$ cat config.mk
export PLATFORM = sky130hd
export DESIGN_NAME = pdc_dev_flat
export DESIGN_NICKNAME = d
export VERILOG_FILES = /design/src/rtl/pdc_pkg.sv /design/src/rtl/pdc_if.sv /design/src/rtl/pdc_dev.sv /design/src/flat_wrapper.sv
export VERILOG_INCLUDE_DIRS = /design/src /design/src/rtl
export SDC_FILE = /design/constraint.sdc
export NUM_CORES = 1
export LEC_CHECK = 0
export ABC_AREA = 0
export BUFFER_PORTS_ARGS = -buffer_cell sky130_fd_sc_hd__buf_2
export CORE_AREA = 2 2 118 131
export DETAILED_ROUTE_END_ITERATION = 10
export DIE_AREA = 0 0 120 133
export HOLD_SLACK_MARGIN = 0.05
export PLACE_DENSITY = 0.7
export REMOVE_ABC_BUFFERS = 1
export SETUP_SLACK_MARGIN = 0.05
export SLEW_MARGIN = 20
export SYNTH_ARGS = -nofsm -noshare
export SYNTH_HDL_FRONTEND = slang
export SYNTH_SLANG_ARGS = --single-unit
$ cat constraint.sdc
create_clock -name sys_clk -period 5 [get_ports sys_clk]
set_input_delay 0.5 -clock sys_clk [delete_from_list [all_inputs] [get_ports sys_clk]]
set_output_delay 0.5 -clock sys_clk [all_outputs]
set_load 0.03 [all_outputs]
$ cat src/rtl/pdc_cfg.svh
// Purpose: Constants for the controller command interpreter and its host
// Assumes: Command area is a word array; codes are BCD-like hex words
// Notes: Parameters are two words, upper then lower
`ifndef PDC_CFG_SVH
`define PDC_CFG_SVH
`define PDC_CMD_IMG_DISP 16'h5030
`define PDC_CMD_IN_STATE 16'h7010
`define PDC_CMD_OUT_STATE 16'h7020
`define PDC_CMD_TERM 16'h8010
`define PDC_CMD_SUB 16'h0030
`define PDC_RESULT_OK 32'h0000_0000
`define PDC_RESULT_NG 32'hFFFF_FFFF
`define PDC_RESP_CODE 16'h0000
`define PDC_NUM_WORDS 8
`define PDC_NUM_MODULES 5
`define PDC_NUM_DO 16
`define PDC_NUM_WIN 5
`define PDC_LAYOUT_ONE 2'h0
`define PDC_LAYOUT_TWO 2'h1
`define PDC_LAYOUT_FOUR 2'h2
`define PDC_LAYOUT_THUMB 2'h3
`define PDC_MODE_LIVE 2'h0
`define PDC_MODE_FREEZE 2'h1
`define PDC_MODE_LAST_NG 2'h2
`define PDC_TT_RUN 32'h3
`define PDC_TT_FAULT 32'h4
`define PDC_TT_BUSY 32'h5
`define PDC_TT_JUDGE 32'h6
`define PDC_TT_STROBE 32'h7
`define PDC_TT_READY 32'h8
`define PDC_TT_GENERAL 32'h9
`define PDC_MOD_REMOTE 32'h4
`define PDC_PAIR_MAX 32'h1
`define PDC_DO_MAX 32'hF
`endif

$ cat src/rtl/pdc_pkg.sv
// Purpose: Shared types of the command interpreter
// Assumes: Included constants header
// Notes: Parameters are 32-bit words made of two command words
package pdc_pkg;
	typedef logic [15:0] pdc_word_t;
	typedef logic [31:0] pdc_param_t;
	typedef enum logic [1:0] {PDC_IDLE, PDC_EXEC, PDC_RESP} pdc_state_e;
	typedef enum logic [1:0] {PDH_IDLE, PDH_WAIT, PDH_DONE} pdc_hstate_e;
endpackage

$ cat src/rtl/pdc_if.sv
// Purpose: Command and response area between controller and host logic
// Assumes: One clock, both ends synchronous
// Notes: cmd_valid held until resp_valid pulse
`include "pdc_cfg.svh"
interface pdc_if (
	input wire logic sys_clk
);
	import pdc_pkg::*;
	logic cmd_valid;
	pdc_word_t cmd_word [`PDC_NUM_WORDS];
	logic resp_valid;
	pdc_word_t resp_word [4];
	modport dev (input cmd_valid, input cmd_word,
		output resp_valid, output resp_word);
	modport host (output cmd_valid, output cmd_word,
		input resp_valid, input resp_word);
endinterface

$ cat src/rtl/pdc_dev.sv
// Purpose: Controller end, decodes commands and writes responses
// Assumes: Host holds command until the response pulse
// Notes: Bad parameters answer NG and change nothing
// Function
// 5030/0030 selects image display mode change
// Window number checked against current layout
// Mode 0 live, 1 frozen, 2 last rejected
// Response echoes code, response code, OK/NG
// 7010 with module type 0 to 4
// Input state 0 prohibits, 1 permits
// Prohibited module input is ignored
// Hardware trigger inputs never blocked
// 7020 output state 0 prohibits, 1 permits
// Output prohibited stops every module transmitting
// 8010 with terminal type 3 to 9
// Terminal number limited per terminal type
// Terminal driven by state 0 or 1
// Out of range gives NG, no change
`include "pdc_cfg.svh"
module pdc_dev
	import pdc_pkg::*;
#(
	parameter int NUM_MOD = `PDC_NUM_MODULES,
	parameter int NUM_DO = `PDC_NUM_DO
) (
	// Clock and reset
	input wire logic sys_clk,
	input wire logic nrst,
	// Display layout in force
	input wire logic [1:0] layout,
	// Communication traffic per module
	input wire logic [NUM_MOD-1:0] mod_rx_in,
	input wire logic [NUM_MOD-1:0] mod_tx_req,
	// Hardware triggers, pins
	input wire logic meas_trigger,
	input wire logic data_output_request,
	input wire logic fieldbus_trigger,
	// Gated traffic and trigger outputs
	output logic [NUM_MOD-1:0] mod_rx_ok,
	output logic [NUM_MOD-1:0] mod_tx_ok,
	output logic trig_out,
	output logic dor_out,
	output logic fb_trig_out,
	// Display and terminals
	output logic [1:0] win_mode [`PDC_NUM_WIN],
	output logic run_ind,
	output logic fault_ind,
	output logic busy_ind,
	output logic [1:0] judge,
	output logic [1:0] strobe,
	output logic [1:0] ready,
	output logic [NUM_DO-1:0] gen_out,
	// Command area
	pdc_if.dev link
);
	// ---------------------------------------------------------------
	// Parameter check
	// ---------------------------------------------------------------
	// Module decode is fixed at five types; outputs fit 16 terminals
	if (NUM_MOD != `PDC_NUM_MODULES || NUM_DO < 1
		|| NUM_DO > `PDC_NUM_DO) begin : g_bad_param
		$error("pdc_dev: unsupported parameters");
	end

	// ---------------------------------------------------------------
	// State
	// ---------------------------------------------------------------
	typedef struct packed {
		pdc_state_e st;
		logic [`PDC_NUM_WIN-1:0][1:0] mode;
		logic [NUM_MOD-1:0] in_en;
		logic out_en;
		logic [2:0] sys_term;
		logic [1:0] judge, strobe, ready;
		logic [NUM_DO-1:0] gen;
		logic resp_v;
		logic [3:0][15:0] resp;
		logic [NUM_MOD-1:0] rx_ok, tx_ok;
		logic [2:0] trig_s1, trig_s2, trig_o;
	} pdc_s;
	pdc_s s_r, s_nxt;

	pdc_param_t a, b, c;
	logic good;
	logic [15:0] cw0;

	// ---------------------------------------------------------------
	// Decode and execute
	// ---------------------------------------------------------------
	always_comb begin
		s_nxt = s_r;
		a = {link.cmd_word[2], link.cmd_word[3]};
		b = {link.cmd_word[4], link.cmd_word[5]};
		c = {link.cmd_word[6], link.cmd_word[7]};
		cw0 = link.cmd_word[0];
		good = 1'b0;
		s_nxt.resp_v = 1'b0;
		// Pins pass three flops; trigger path ignores prohibition
		s_nxt.trig_s1 = {fieldbus_trigger, data_output_request,
			meas_trigger};
		s_nxt.trig_s2 = s_r.trig_s1;
		s_nxt.trig_o = s_r.trig_s2;
		s_nxt.rx_ok = mod_rx_in & s_r.in_en;
		s_nxt.tx_ok = mod_tx_req & {NUM_MOD{s_r.out_en}};
		case (s_r.st)
			PDC_IDLE: begin
				if (link.cmd_valid)
					s_nxt.st = PDC_EXEC;
			end
			PDC_EXEC: begin
				if (link.cmd_word[1] == `PDC_CMD_SUB) begin
					case (cw0)
						`PDC_CMD_IMG_DISP: begin
							case (layout)
								`PDC_LAYOUT_ONE: good = (a == 32'h1);
								`PDC_LAYOUT_TWO: good = (a == 32'h1) || (a == 32'h2);
								`PDC_LAYOUT_FOUR: good = (a >= 32'h1) && (a <= 32'h4);
								default: good = (a <= 32'h4);
							endcase
							good = good && (b <= 32'(`PDC_MODE_LAST_NG));
							if (good)
								s_nxt.mode[a[2:0]] = b[1:0];
						end
						`PDC_CMD_IN_STATE: begin
							good = (a <= `PDC_MOD_REMOTE) && (b <= 32'h1);
							if (good)
								s_nxt.in_en[a[2:0]] = b[0];
						end
						`PDC_CMD_OUT_STATE: begin
							good = (a <= 32'h1);
							if (good)
								s_nxt.out_en = a[0];
						end
						`PDC_CMD_TERM: begin
							good = (c <= 32'h1);
							case (a)
								`PDC_TT_RUN, `PDC_TT_FAULT, `PDC_TT_BUSY:
									good = good && (b == 32'h0);
								`PDC_TT_JUDGE, `PDC_TT_STROBE, `PDC_TT_READY:
									good = good && (b <= `PDC_PAIR_MAX);
								`PDC_TT_GENERAL:
									good = good && (b < 32'(NUM_DO)) && (b <= `PDC_DO_MAX);
								default: good = 1'b0;
							endcase
							if (good) begin
								case (a)
									`PDC_TT_RUN: s_nxt.sys_term[0] = c[0];
									`PDC_TT_FAULT: s_nxt.sys_term[1] = c[0];
									`PDC_TT_BUSY: s_nxt.sys_term[2] = c[0];
									`PDC_TT_JUDGE: s_nxt.judge[b[0]] = c[0];
									`PDC_TT_STROBE: s_nxt.strobe[b[0]] = c[0];
									`PDC_TT_READY: s_nxt.ready[b[0]] = c[0];
									default: s_nxt.gen[b[3:0]] = c[0];
								endcase
							end
						end
						default: good = 1'b0;
					endcase
				end
				// Unknown commands answer NG as well
				s_nxt.resp[0] = cw0;
				s_nxt.resp[1] = link.cmd_word[1];
				s_nxt.resp[2] = `PDC_RESP_CODE;
				s_nxt.resp[3] = good ? 16'(`PDC_RESULT_OK)
					: 16'(`PDC_RESULT_NG);
				s_nxt.resp_v = 1'b1;
				s_nxt.st = PDC_RESP;
			end
			PDC_RESP: begin
				// Wait for host to drop the request, avoids re-execution
				if (!link.cmd_valid)
					s_nxt.st = PDC_IDLE;
			end
			default: s_nxt.st = PDC_IDLE;
		endcase
	end

	always_ff @(posedge sys_clk) begin
		if (!nrst) begin
			s_r <= '0;
			s_r.in_en <= '1;
			s_r.out_en <= 1'b1;
		end else begin
			s_r <= s_nxt;
		end
	end

	// ---------------------------------------------------------------
	// Outputs
	// ---------------------------------------------------------------
	assign link.resp_valid = s_r.resp_v;
	assign link.resp_word[0] = s_r.resp[0];
	assign link.resp_word[1] = s_r.resp[1];
	// Response code word first, then the result word
	assign link.resp_word[2] = s_r.resp[2];
	assign link.resp_word[3] = s_r.resp[3];
	for (genvar i = 0; i < `PDC_NUM_WIN; i++) begin : g_win
		assign win_mode[i] = s_r.mode[i];
	end
	assign mod_rx_ok = s_r.rx_ok;
	assign mod_tx_ok = s_r.tx_ok;
	assign trig_out = s_r.trig_o[0];
	assign dor_out = s_r.trig_o[1];
	assign fb_trig_out = s_r.trig_o[2];
	assign run_ind = s_r.sys_term[0];
	assign fault_ind = s_r.sys_term[1];
	assign busy_ind = s_r.sys_term[2];
	assign judge = s_r.judge;
	assign strobe = s_r.strobe;
	assign ready = s_r.ready;
	assign gen_out = s_r.gen;
endmodule

$ cat src/flat_wrapper.sv
// flat-port wrapper written by rule: the top's interface ports become plain ports
module pdc_dev_flat import pdc_pkg::*;
#(
	parameter int NUM_MOD = `PDC_NUM_MODULES,
	parameter int NUM_DO = `PDC_NUM_DO
)
  (sys_clk, nrst, layout, mod_rx_in, mod_tx_req, meas_trigger, data_output_request, fieldbus_trigger, mod_rx_ok, mod_tx_ok, trig_out, dor_out, fb_trig_out, win_mode, run_ind, fault_ind, busy_ind, judge, strobe, ready, gen_out, link_cmd_valid, link_cmd_word, link_resp_valid, link_resp_word);
  pdc_if link_i (.sys_clk(sys_clk));
  input wire logic sys_clk;
  input wire logic nrst;
  input wire logic [1:0] layout;
  input wire logic [NUM_MOD-1:0] mod_rx_in;
  input wire logic [NUM_MOD-1:0] mod_tx_req;
  input wire logic meas_trigger;
  input wire logic data_output_request;
  input wire logic fieldbus_trigger;
  output logic [NUM_MOD-1:0] mod_rx_ok;
  output logic [NUM_MOD-1:0] mod_tx_ok;
  output logic trig_out;
  output logic dor_out;
  output logic fb_trig_out;
  output logic [1:0] win_mode[`PDC_NUM_WIN];
  output logic run_ind;
  output logic fault_ind;
  output logic busy_ind;
  output logic [1:0] judge;
  output logic [1:0] strobe;
  output logic [1:0] ready;
  output logic [NUM_DO-1:0] gen_out;
  input wire logic [$bits(link_i.cmd_valid)-1:0] link_cmd_valid;
  input wire logic [$bits(link_i.cmd_word)-1:0] link_cmd_word;
  output wire logic [$bits(link_i.resp_valid)-1:0] link_resp_valid;
  output wire logic [$bits(link_i.resp_word)-1:0] link_resp_word;
  assign link_i.cmd_valid = link_cmd_valid;
  assign link_i.cmd_word = {>>{link_cmd_word}};
  assign link_resp_valid = link_i.resp_valid;
  assign link_resp_word = {>>{link_i.resp_word}};
  pdc_dev #(.NUM_MOD(NUM_MOD), .NUM_DO(NUM_DO)) u_core (.sys_clk(sys_clk), .nrst(nrst), .layout(layout), .mod_rx_in(mod_rx_in), .mod_tx_req(mod_tx_req), .meas_trigger(meas_trigger), .data_output_request(data_output_request), .fieldbus_trigger(fieldbus_trigger), .mod_rx_ok(mod_rx_ok), .mod_tx_ok(mod_tx_ok), .trig_out(trig_out), .dor_out(dor_out), .fb_trig_out(fb_trig_out), .win_mode(win_mode), .run_ind(run_ind), .fault_ind(fault_ind), .busy_ind(busy_ind), .judge(judge), .strobe(strobe), .ready(ready), .gen_out(gen_out), .link(link_i));
endmodule
==> key figures, run 1 <==
Pwr
  – Max VDD drop: 147 µV
  – Pwr Total: 1.77 mW
  – Static Leak: 2.83 nW
  – P per Cell Area: 299 mW/mm²

Logic synthesis
  – Avg Inst Size Synth: 8.52 µm²
  – Area contributors post-synth: dfxtp_1 (38%), buf_4 (16%), nand2_1 (8.4%)
  – Cell with the most instances after synthesis: nand2_1
  – Post-synth EDFFs: 0
  – Synth area leader: dfxtp_1
  – Synth Warn #: 0
  – Post-Synthesis Cell Area: 0.00502 mm²
  – Count of cell types in the netlist: 41
  – Synth top cells by count: nand2_1 (113), buf_4 (106), dfxtp_1 (96)
  – Primary FF master, synth: dfxtp_1
  – Synthesized flop and latch total: 96
  – Share of the synthesized area in the top cell type: 38.3%
  – Sequential-to-total area share from yosys stat: approximately two fifths
  – Post-Syn Instances: 589
  – Ys async rst share: 0%

Timing
  – Finish-stage setup viols: 0
  – Final setup TNS: 0 ps
  – Least-Margin Pin Slew: 892 ps
  – Fmax: 361 MHz
  – Tmin final: 2770 ps
  – RSZ-0062 raised after global routing: no
  – Max-slew violation count: 0
  – Clock skew: 8.71 ps
  – Rel. slew slack: between 40 and 50%
  – Hold Vio Cnt, Final: 0
  – Final worst path period share: 55.4%

Global route
  – Overflow after GRT: 0
  – Largest net degree at the start of global routing: 100
  – First-pass GRT wire length: 20700 µm
  – Initial antenna violation count: 2
  – GRT Overall Usage: 16.4%
  – Vias in the first global route: 3916

Clocking
  – Worst skew pair latency: 350 ps
  – Hold-fix buffers, CTS: 0
  – Total CTS buffers: 9
  – Sink Count: 96
  – Clock transition at path regs: 70 ps
  – H-Tree Depth: 3
  – Clock root buffer master: clkbuf_16
  – # resized after CTS: 0
  – Post-CTS Setup Inserts: 0
  – CTS tree: built
  – CTS max path bufs: 2

Die
  – Num ports: ~260
  – Die Width: 120 µm
  – CORE AREA: 0.0148 mm²
  – Die area: 0.0160 mm²
  – Initial Util: 34.0%
  – Cell Rows: 47
  – Die height: 133 µm

Setup path
  – WP data required: between 5000 and 6000 ps
  – WP data arrival: 2960 ps
  – FF-to-FF path depth: 6
  – Crit Path Max Fanout: 16
  – Crit path kind: input pin to register
  – Reg2Reg Setup Slack: roughly 2600 ps
  – Crit path capture type: register
  – Startpoint class of the critical path: input pin

Detailed routing
  – Vias: 4373
  – Number of antenna-violating nets in the routed design: 0
  – DR iter-0 viols: 336
  – Drt total wl: 13500 µm
  – Pre-Repair DR Iteration Count: 4
  – DR vias/cell: 4.74
  – Routed length per placed instance: 14.6 µm
  – Post-route DRC: 0

Worst hold path
  – Hold WC Path Type: input pin to register
  – Hold Path Stages: 2

Placement
  – Gpl congestion: a little under 0.9
  – Dpl hpwl: 10300 µm
  – Post-Place Cells: 907
  – IO Port Bufs: 242

Layout
  – Fraction of layout cells with a size suffix above 1: 37.6%
  – Area grow syn2layout: 17.9%
  – Cell Count, Final, Fillers Out: 923
  – N_diodes: 0
  – Nets: 868

Status
  – Status: completed

Job
  – Max cap viols: 0
placed cells by master, fill, tap and decap left out, drive strengths merged, types with 2 or more instances in the layout:
master,count
nand3b,5
a21oi,4
nand3,24
nand2,113
o21ai,6
nand4,12
nor4b,4
and2b,2
clkbuf,9
buf,245
mux2i,39
inv,8
and2,11
nor2b,9
and3,15
nor2,9
nor4,37
conb,16
nor3,9
dfxtp,96
nor4bb,2
or4,3
or4b,2
a21boi,33
state kept, by name (all words and copies together), names as in the netlist, 2 cells and up:
| name | count |
|---|---|
| u_core.link.resp_word | 33 |
| u_core.gen_out | 16 |
| u_core.win_mode | 10 |
| u_core.s_r | 8 |
| u_core.s_nxt | 6 |
| u_core.mod_rx_ok | 5 |
| u_core.mod_tx_ok | 5 |
| u_core.judge | 2 |
| u_core.ready | 2 |
| u_core.strobe | 2 |
metrics by stage:
| stage | utilization [%] | setup WS (ps) | area [µm²] | hold WS, ps |
|---|---|---|---|---|
| after detailed placement | 38.0 | 1840 | 5610 | 412 |
| after global placement | 38.0 | 1940 | 5610 | 410 |
| final | 40.1 | 2230 | 5920 | 356 |
| after floorplan | - | 988 | 4130 | 406 |
| after global routing | 40.1 | 2000 | 5920 | 346 |
| after CTS | 40.1 | 2220 | 5920 | 336 |
cell type report:
class / count / area [µm²]
Fill cell: 1523 / 8840
Multi-Input combinational cell: 367 / 2200
Sequential cell: 96 / 1920
Timing Repair Buffer: 245 / 1230
Tap cell: 196 / 245
Clock buffer: 9 / 225
Clock inverter: 7 / 83.8
Inverter: 3 / 11.3
worst paths after layout:
kind	start	endpoint
max	link_cmd_word[76]	u_core.gen_out[10]
min	data_output_request	u_core.s_nxt[4]
max reg2reg	u_core.s_r[125]	u_core.gen_out[10]
min reg2reg	u_core.s_nxt[5]	u_core.s_nxt[2]
power by group:
group / internal (mW) / switching [mW] / leakage, nW
sequential: 0.786 / 0.0100 / 0.781
combinational: 0.0883 / 0.166 / 1.90
clock: 0.399 / 0.321 / 0.149
total: 1.27 / 0.497 / 2.83
critical path: stages:
cell      delay (ps)
buf_2            100
nor4_2           310
nand3_1          230
or4_1            750
and4bb_1         730
nand3_1          180
mux2i_1          150
per-layer routing:
metal | vias to the layer above | track usage (%) | part of all wire (%)
met4 | 2 | 5.29 | 1.4
met5 | - | 0 | 0.096
met1 | 1984 | 21.4 | 44
met2 | 203 | 25.8 | 45
li1 | 2169 | - | -
met3 | 15 | 5.09 | 9.5
cell families (layout without fill, tap and decap cells):
group	count (synthesis)	count (layout)	synth area share [%]
AOI/OAI and AO/OA	49	49	6.98
buffers and inverters	141	264	19.1
other	1	16	0.0747
and+or+nand+nor	262	262	27.6
muxes	39	39	7.77
DFF	96	96	38.3
xor gates and xnor gates	1	1	0.174
No activity file was read; power rests on OpenSTA's default activity.
==> run 2: changes to the inputs <==
- clock period: 5 -> 2.6 ns (I/O delays scaled with it)
==> key figures, run 2 (synthesized netlist as in run 1, its figures left out) <==
Status
  – Status: completed

Detailed routing
  – Drt total wl: 13600 µm (+0.58%)
  – Post-route DRC: 0 (unchanged)
  – Number of antenna-violating nets in the routed design: 0 (unchanged)
  – DR iter-0 viols: 310 (-7.7%)
  – DR vias/cell: 4.68 (-1.3%)
  – Pre-Repair DR Iteration Count: 4 (unchanged)
  – Routed length per placed instance: 14.5 µm (-1.0%)
  – Vias: 4386 (+0.30%)

Global route
  – Initial antenna violation count: 2 (unchanged)
  – Met2 Use GR: 27.0% (+1.1 points)
  – Global routing's busiest layer: met2
  – Vias in the first global route: 4131 (+5.5%)
  – Largest net degree at the start of global routing: 35 (-65%)
  – First-pass GRT wire length: 21200 µm (+2.6%)
  – M1 GR Usage: 21.3% (-0.11 points)
  – GR Util met3: 5.04% (-0.043 points)
  – Overflow after GRT: 0 (unchanged)
  – GRT Overall Usage: 16.7% (+0.29 points)

Placement
  – Gpl congestion: 0.864 (about the same)
  – Dpl hpwl: 10600 µm (+2.6%)
  – IO Port Bufs: 242 (unchanged)

Setup path
  – FF-to-FF path depth: 6 (unchanged)
  – Worst flop-to-flop path endpoint: u_core.run_ind
  – Crit Path Max Fanout: 9 (-7)
  – Crit path kind: input pin to register
  – Most frequent CP cell: nor4_1
  – Critical path buffers and inverters: 2 (+1)
  – CP delay by family, top: simple AND/OR/NAND/NOR gates
  – CP peak stage delay: 500 ps (-250 ps)
  – WP data arrival: 2490 ps (-470 ps)
  – WP data required: 2880 ps (-2310 ps)
  – CP Cell Sequence: buf_2 -> nor4_1 -> nand4_1 -> buf_4 -> nor4_1 -> nand2_1 -> nor4_1 -> mux2i_1
  – Crit path capture type: register
  – Reg2Reg Setup Slack: 630 ps (-1920 ps)
  – Reg2Reg Launch Point: u_core.s_r[125]
  – Startpoint class of the critical path: input pin
  – Critical-path top delay cell: nor4_1

Timing
  – Final worst path period share: 85.1%
  – Max-slew violation count: 0 (unchanged)
  – Finish-stage setup viols: 0 (unchanged)
  – Hold Vio Cnt, Final: 0 (unchanged)
  – Least-Margin Pin Slew: 498 ps (-395 ps)
  – RSZ-0062 raised after global routing: no
  – Tmin final: 2210 ps
  – Final setup TNS: 0 ps (unchanged)
  – Rel. slew slack: 66.6% (+26 points)
  – Clock skew: 5.39 ps (-3.31 ps)
  – Hold slack: 110 ps (-246 ps)
  – Fmax: 452 MHz

Clocking
  – Clock transition at path regs: 70 ps (about the same)
  – H-Tree Depth: 3 (unchanged)
  – Total CTS buffers: 9 (unchanged)
  – CTS max path bufs: 2 (unchanged)
  – # resized after CTS: 0 (unchanged)
  – Hold-fix buffers, CTS: 0 (unchanged)
  – Worst skew pair latency: 350 ps (about the same)
  – Post-CTS Setup Inserts: 0 (unchanged)
  – Clock root buffer master: clkbuf_16
  – CTS tree: built
  – Sink Count: 96 (unchanged)

Layout
  – Area grow syn2layout: 19.9%
  – Sequential cell area: 0.00192 mm² (unchanged)
  – Area used by multi-input combinational logic: 0.00220 mm² (unchanged)
  – Commonest non-fill, non-tap cell in the layout: buf_2
  – Fraction of layout cells with a size suffix above 1: 38.7% (+1.2 points)
  – Max reg flops: 33 (unchanged)
  – FILL cells: 1507 (-1.1%)
  – Commonest non-fill, non-tap cells in the layout: buf_2 (242), nand2_1 (113), dfxtp_1 (96)
  – Nets: 882 (+1.6%)

Worst hold path
  – Hold WC Path Type: input pin to register
  – Hold path endpoint: u_core.s_nxt[5]
  – Hold Path Stages: 2 (unchanged)
  – Hold_sp: fieldbus_trigger

Pwr
  – Clock power frac: 38.9% (-1.8 points)
  – P per Cell Area: 550 mW/mm² (+84%)
  – Max VDD drop: 277 µV (+88%)
  – Internal: 2.35 mW (+85%)
  – Static Leak: 2.90 nW (+2.2%)
  – Net Sw Frac: 28.9% (+0.80 points)
  – Logic pwr share: 14.9% (+0.5 points)
  – Sequential share of power: 46.2% (+1.2 points)
  – Switching Power: 956 µW (+92%)

Die
  – Die area: 0.0160 mm² (unchanged)
  – CORE AREA: 0.0148 mm² (unchanged)
  – Cell Rows: 47 (unchanged)
  – Initial Util: 34.0% (unchanged)
  – Die height: 133 µm (unchanged)
  – Die Width: 120 µm (unchanged)
  – Num ports: 259 (unchanged)

Job
  – Max cap viols: 0 (unchanged)
## run 2: how the worst max path moves through the flow
stage / start / to / cells past startpoint
CTS: link_cmd_word[76] / u_core.run_ind / 8
global placement: link_cmd_word[45] / u_core.run_ind / 8
global route: link_cmd_word[94] / u_core.run_ind / 8
floorplan: u_core.link.resp_word[14] / u_core.link.resp_word[14] / 1
detailed placement: link_cmd_word[76] / u_core.run_ind / 8
finish: link_cmd_word[91] / u_core.run_ind / 8
## run 2: layout make-up
class / instances / share of cell area [%]
clock inverters: 7 / 1.06
repair buffers: 259 / 22.4
multi-input cells: 367 / 36.5
well taps: 196 / 4.07
diodes: 1 / 0.0416
clock buffers: 9 / 3.74
inverters: 3 / 0.187
flip-flops and latches: 96 / 31.9
## run 2: power groups by stage
| stage | Clock (mW) | Sequential (mW) | Combinational [mW] |
|---|---|---|---|
| after floorplan | 0 | 1.67 | 0.134 |
| after global placement | 0 | 1.56 | 0.491 |
| after detailed placement | 0 | 1.56 | 0.493 |
| after CTS | 1.34 | 1.53 | 0.494 |
| after global routing | 1.38 | 1.53 | 0.535 |
| final | 1.29 | 1.53 | 0.493 |
## run 2: stage by stage
| stage | std cells | power, mW | utilization, % | area (µm²) | setup WS [ps] |
|---|---|---|---|---|---|
| global placement | 921 | 2.06 | 38.8 | 5730 | 64.2 |
| finish | 938 | 3.31 | 40.8 | 6020 | 387 |
| CTS | 937 | 3.36 | 40.8 | 6020 | 362 |
| detailed placement | 921 | 2.06 | 38.8 | 5730 | -13.5 |
| global route | 937 | 3.45 | 40.8 | 6020 | 163 |
| floorplan | 466 | 1.81 | - | 4130 | -1410 |
## run 2: metal layers
| layer | share of wire, % | routed length (µm) | up-vias |
|---|---|---|---|
| li1 | - | - | 2198 |
| met1 | 44 | 5950 | 2002 |
| met2 | 46 | 6260 | 175 |
| met3 | 8.9 | 1210 | 11 |
| met4 | 1.3 | 172 | 0 |
| met5 | 0 | 0 | - |
==> run 3: changes to the inputs <==
- CORE_AREA: 2 2 118 131 -> 2 2 105 147
- DIE_AREA: 0 0 120 133 -> 0 0 107 149
==> key figures, run 3 (synthesized netlist as in run 1, its figures left out) <==
Global route
  – First-pass GRT wire length: 20600 µm (-2.8%)
  – Largest net degree at the start of global routing: 38 (+8.6%)
  – Initial antenna violation count: 0 (-2)
  – Vias in the first global route: 4028 (-2.5%)
  – GRT Overall Usage: 16.3% (-0.41 points)
  – Overflow after GRT: 0 (unchanged)

Detailed routing
  – Routed length per placed instance: 14.2 µm (-2.0%)
  – Pre-Repair DR Iteration Count: 4 (unchanged)
  – DR iter-0 viols: 181 (-42%)
  – Post-route DRC: 0 (unchanged)
  – Number of antenna-violating nets in the routed design: 0 (unchanged)
  – Vias: 4393 (+0.16%)
  – Drt total wl: 13300 µm (-2.2%)
  – DR vias/cell: 4.69 (+0.37%)

Layout
  – Post-route design area: 0.00609 mm² (+1.1%)
  – Commonest non-fill, non-tap cells in the layout: buf_2 (242), nand2_1 (113), dfxtp_1 (96)
  – Area grow syn2layout: 21.3%
  – Nets: 885 (+0.34%)
  – Commonest non-fill, non-tap cell in the layout: buf_2
  – Max reg flops: 33 (unchanged)
  – N_diodes: 0 (-1)
  – Fraction of layout cells with a size suffix above 1: 38.8% (+0.11 points)
  – Core Util, Final: 41.2% (+0.39 points)

Clocking
  – Post-CTS Setup Inserts: 0 (unchanged)
  – Hold-fix buffers, CTS: 0 (unchanged)
  – # resized after CTS: 0 (unchanged)
  – CTS tree: built
  – CTS max path bufs: 2 (unchanged)
  – Clock root buffer master: clkbuf_16
  – H-Tree Depth: 3 (unchanged)
  – Total CTS buffers: 9 (unchanged)
  – Worst skew pair latency: 340 ps (about the same)
  – Clock transition at path regs: 70 ps (about the same)
  – Sink Count: 96 (unchanged)

Placement
  – IO Port Bufs: 242 (unchanged)
  – Dpl hpwl: 10400 µm (-2.0%)
  – Placed Area: 0.00576 mm² (+0.52%)
  – Pre-CTS WS: 14.0 ps (+27.6 ps)
  – Gpl congestion: 0.814 (-5.7%)

Setup path
  – Crit Path Max Fanout: 9 (unchanged)
  – Startpoint class of the critical path: input pin
  – Crit path kind: input pin to register
  – WP data required: 2870 ps (about the same)
  – WP data arrival: 2480 ps (about the same)
  – Crit path capture type: register

Timing
  – Clock skew: 11.3 ps (+5.92 ps)
  – Rel. slew slack: 50.9% (-16 points)
  – Hold Vio Cnt, Final: 0 (unchanged)
  – Finish-stage setup viols: 0 (unchanged)
  – Least-Margin Pin Slew: 736 ps (+238 ps)
  – Tmin final: 2210 ps (-4.81 ps)
  – RSZ-0062 raised after global routing: no
  – Final worst path period share: 84.9% (-0.19 points)
  – Fmax: 453 MHz (+0.22%)
  – Max-slew violation count: 0 (unchanged)
  – Post-route worst setup slack: 392 ps (+4.81 ps)
  – Hold slack: 123 ps (+12.8 ps)

Die
  – Cell Rows: 53 (+13%)
  – CORE AREA: 0.0148 mm² (+0.19%)
  – Die height: 149 µm (+12%)
  – Die Width: 107 µm (-11%)
  – Num ports: 259 (unchanged)
  – Initial Util: 34.0% (-0.063 points)
  – Die area: 0.0159 mm² (-0.11%)

Pwr
  – P per Cell Area: 573 mW/mm² (+4.2%)
  – Static Leak: 2.94 nW (+1.4%)
  – Max VDD drop: 340 µV (+23%)

Job
  – Max cap viols: 0 (unchanged)

Status
  – Status: completed

Worst hold path
  – Hold WC Path Type: input pin to register
[run 3: cell count changes in the layout (fill, tap and decap cells not counted)]
| cell | before | now |
|---|---|---|
| clkbuf_8 | 0 | 1 |
| inv_6 | 4 | 1 |
| buf_12 | 1 | 2 |
| clkbuf_1 | 0 | 1 |
| inv_8 | 0 | 1 |
| bufinv_16 | 0 | 2 |
| buf_4 | 16 | 18 |
| clkinv_2 | 1 | 0 |
| clkinv_8 | 1 | 0 |
| diode_2 | 1 | 0 |
[run 3: final timing paths]
check,from,to,slack (ps),depth (start not counted)
setup / recovery,link_cmd_word[95],u_core.strobe[1],390,9
hold / removal,data_output_request,u_core.s_nxt[4],120,2
setup reg to reg,u_core.s_r[125],u_core.gen_out[3],600,7
hold reg to reg,u_core.s_nxt[5],u_core.s_nxt[2],430,1
[run 3: metrics by stage]
step / total power [mW] / instances / TNS [ps]
3_3_place_gp: 2.06 / 920 / -22.2
4_1_cts: 3.54 / 936 / 0
5_1_grt: 3.63 / 936 / 0
3_5_place_dp: 2.06 / 920 / 0
6_report: 3.49 / 936 / 0
2_1_floorplan: 1.81 / 466 / -29700
[run 3: critical path, stage by stage]
cell     delay [ps]
buf_2           120
nor4_2          340
nand4_1         210
buf_4           190
nor4_1          360
nand2_1         280
nor4_1          380
buf_4           170
mux2i_1         160
[run 3: report_power, final]
part,switching (mW),internal (mW)
registers,0.0189,1.51
logic,0.320,0.175
clock network,0.583,0.880
total,0.922,2.57
[run 3: metal layers]
metal	wire length, µm	track usage [%]	vias up	share of wire, %
met5	0	0	-	0
met4	200	4.94	0	1.5
met3	987	4.33	18	7.4
met2	6450	28.1	177	49
met1	5650	19.8	1991	43
li1	-	-	2207	-
[run 3: cell type report]
cell class,count,area [µm²]
Multi-Input combinational cell,367,2200
Fill cell,1507,8700
Clock inverter,5,87.6
Clock buffer,11,243
Tap cell,192,240
Timing Repair Buffer,262,1390
Inverter,3,11.3
Sequential cell,96,1920
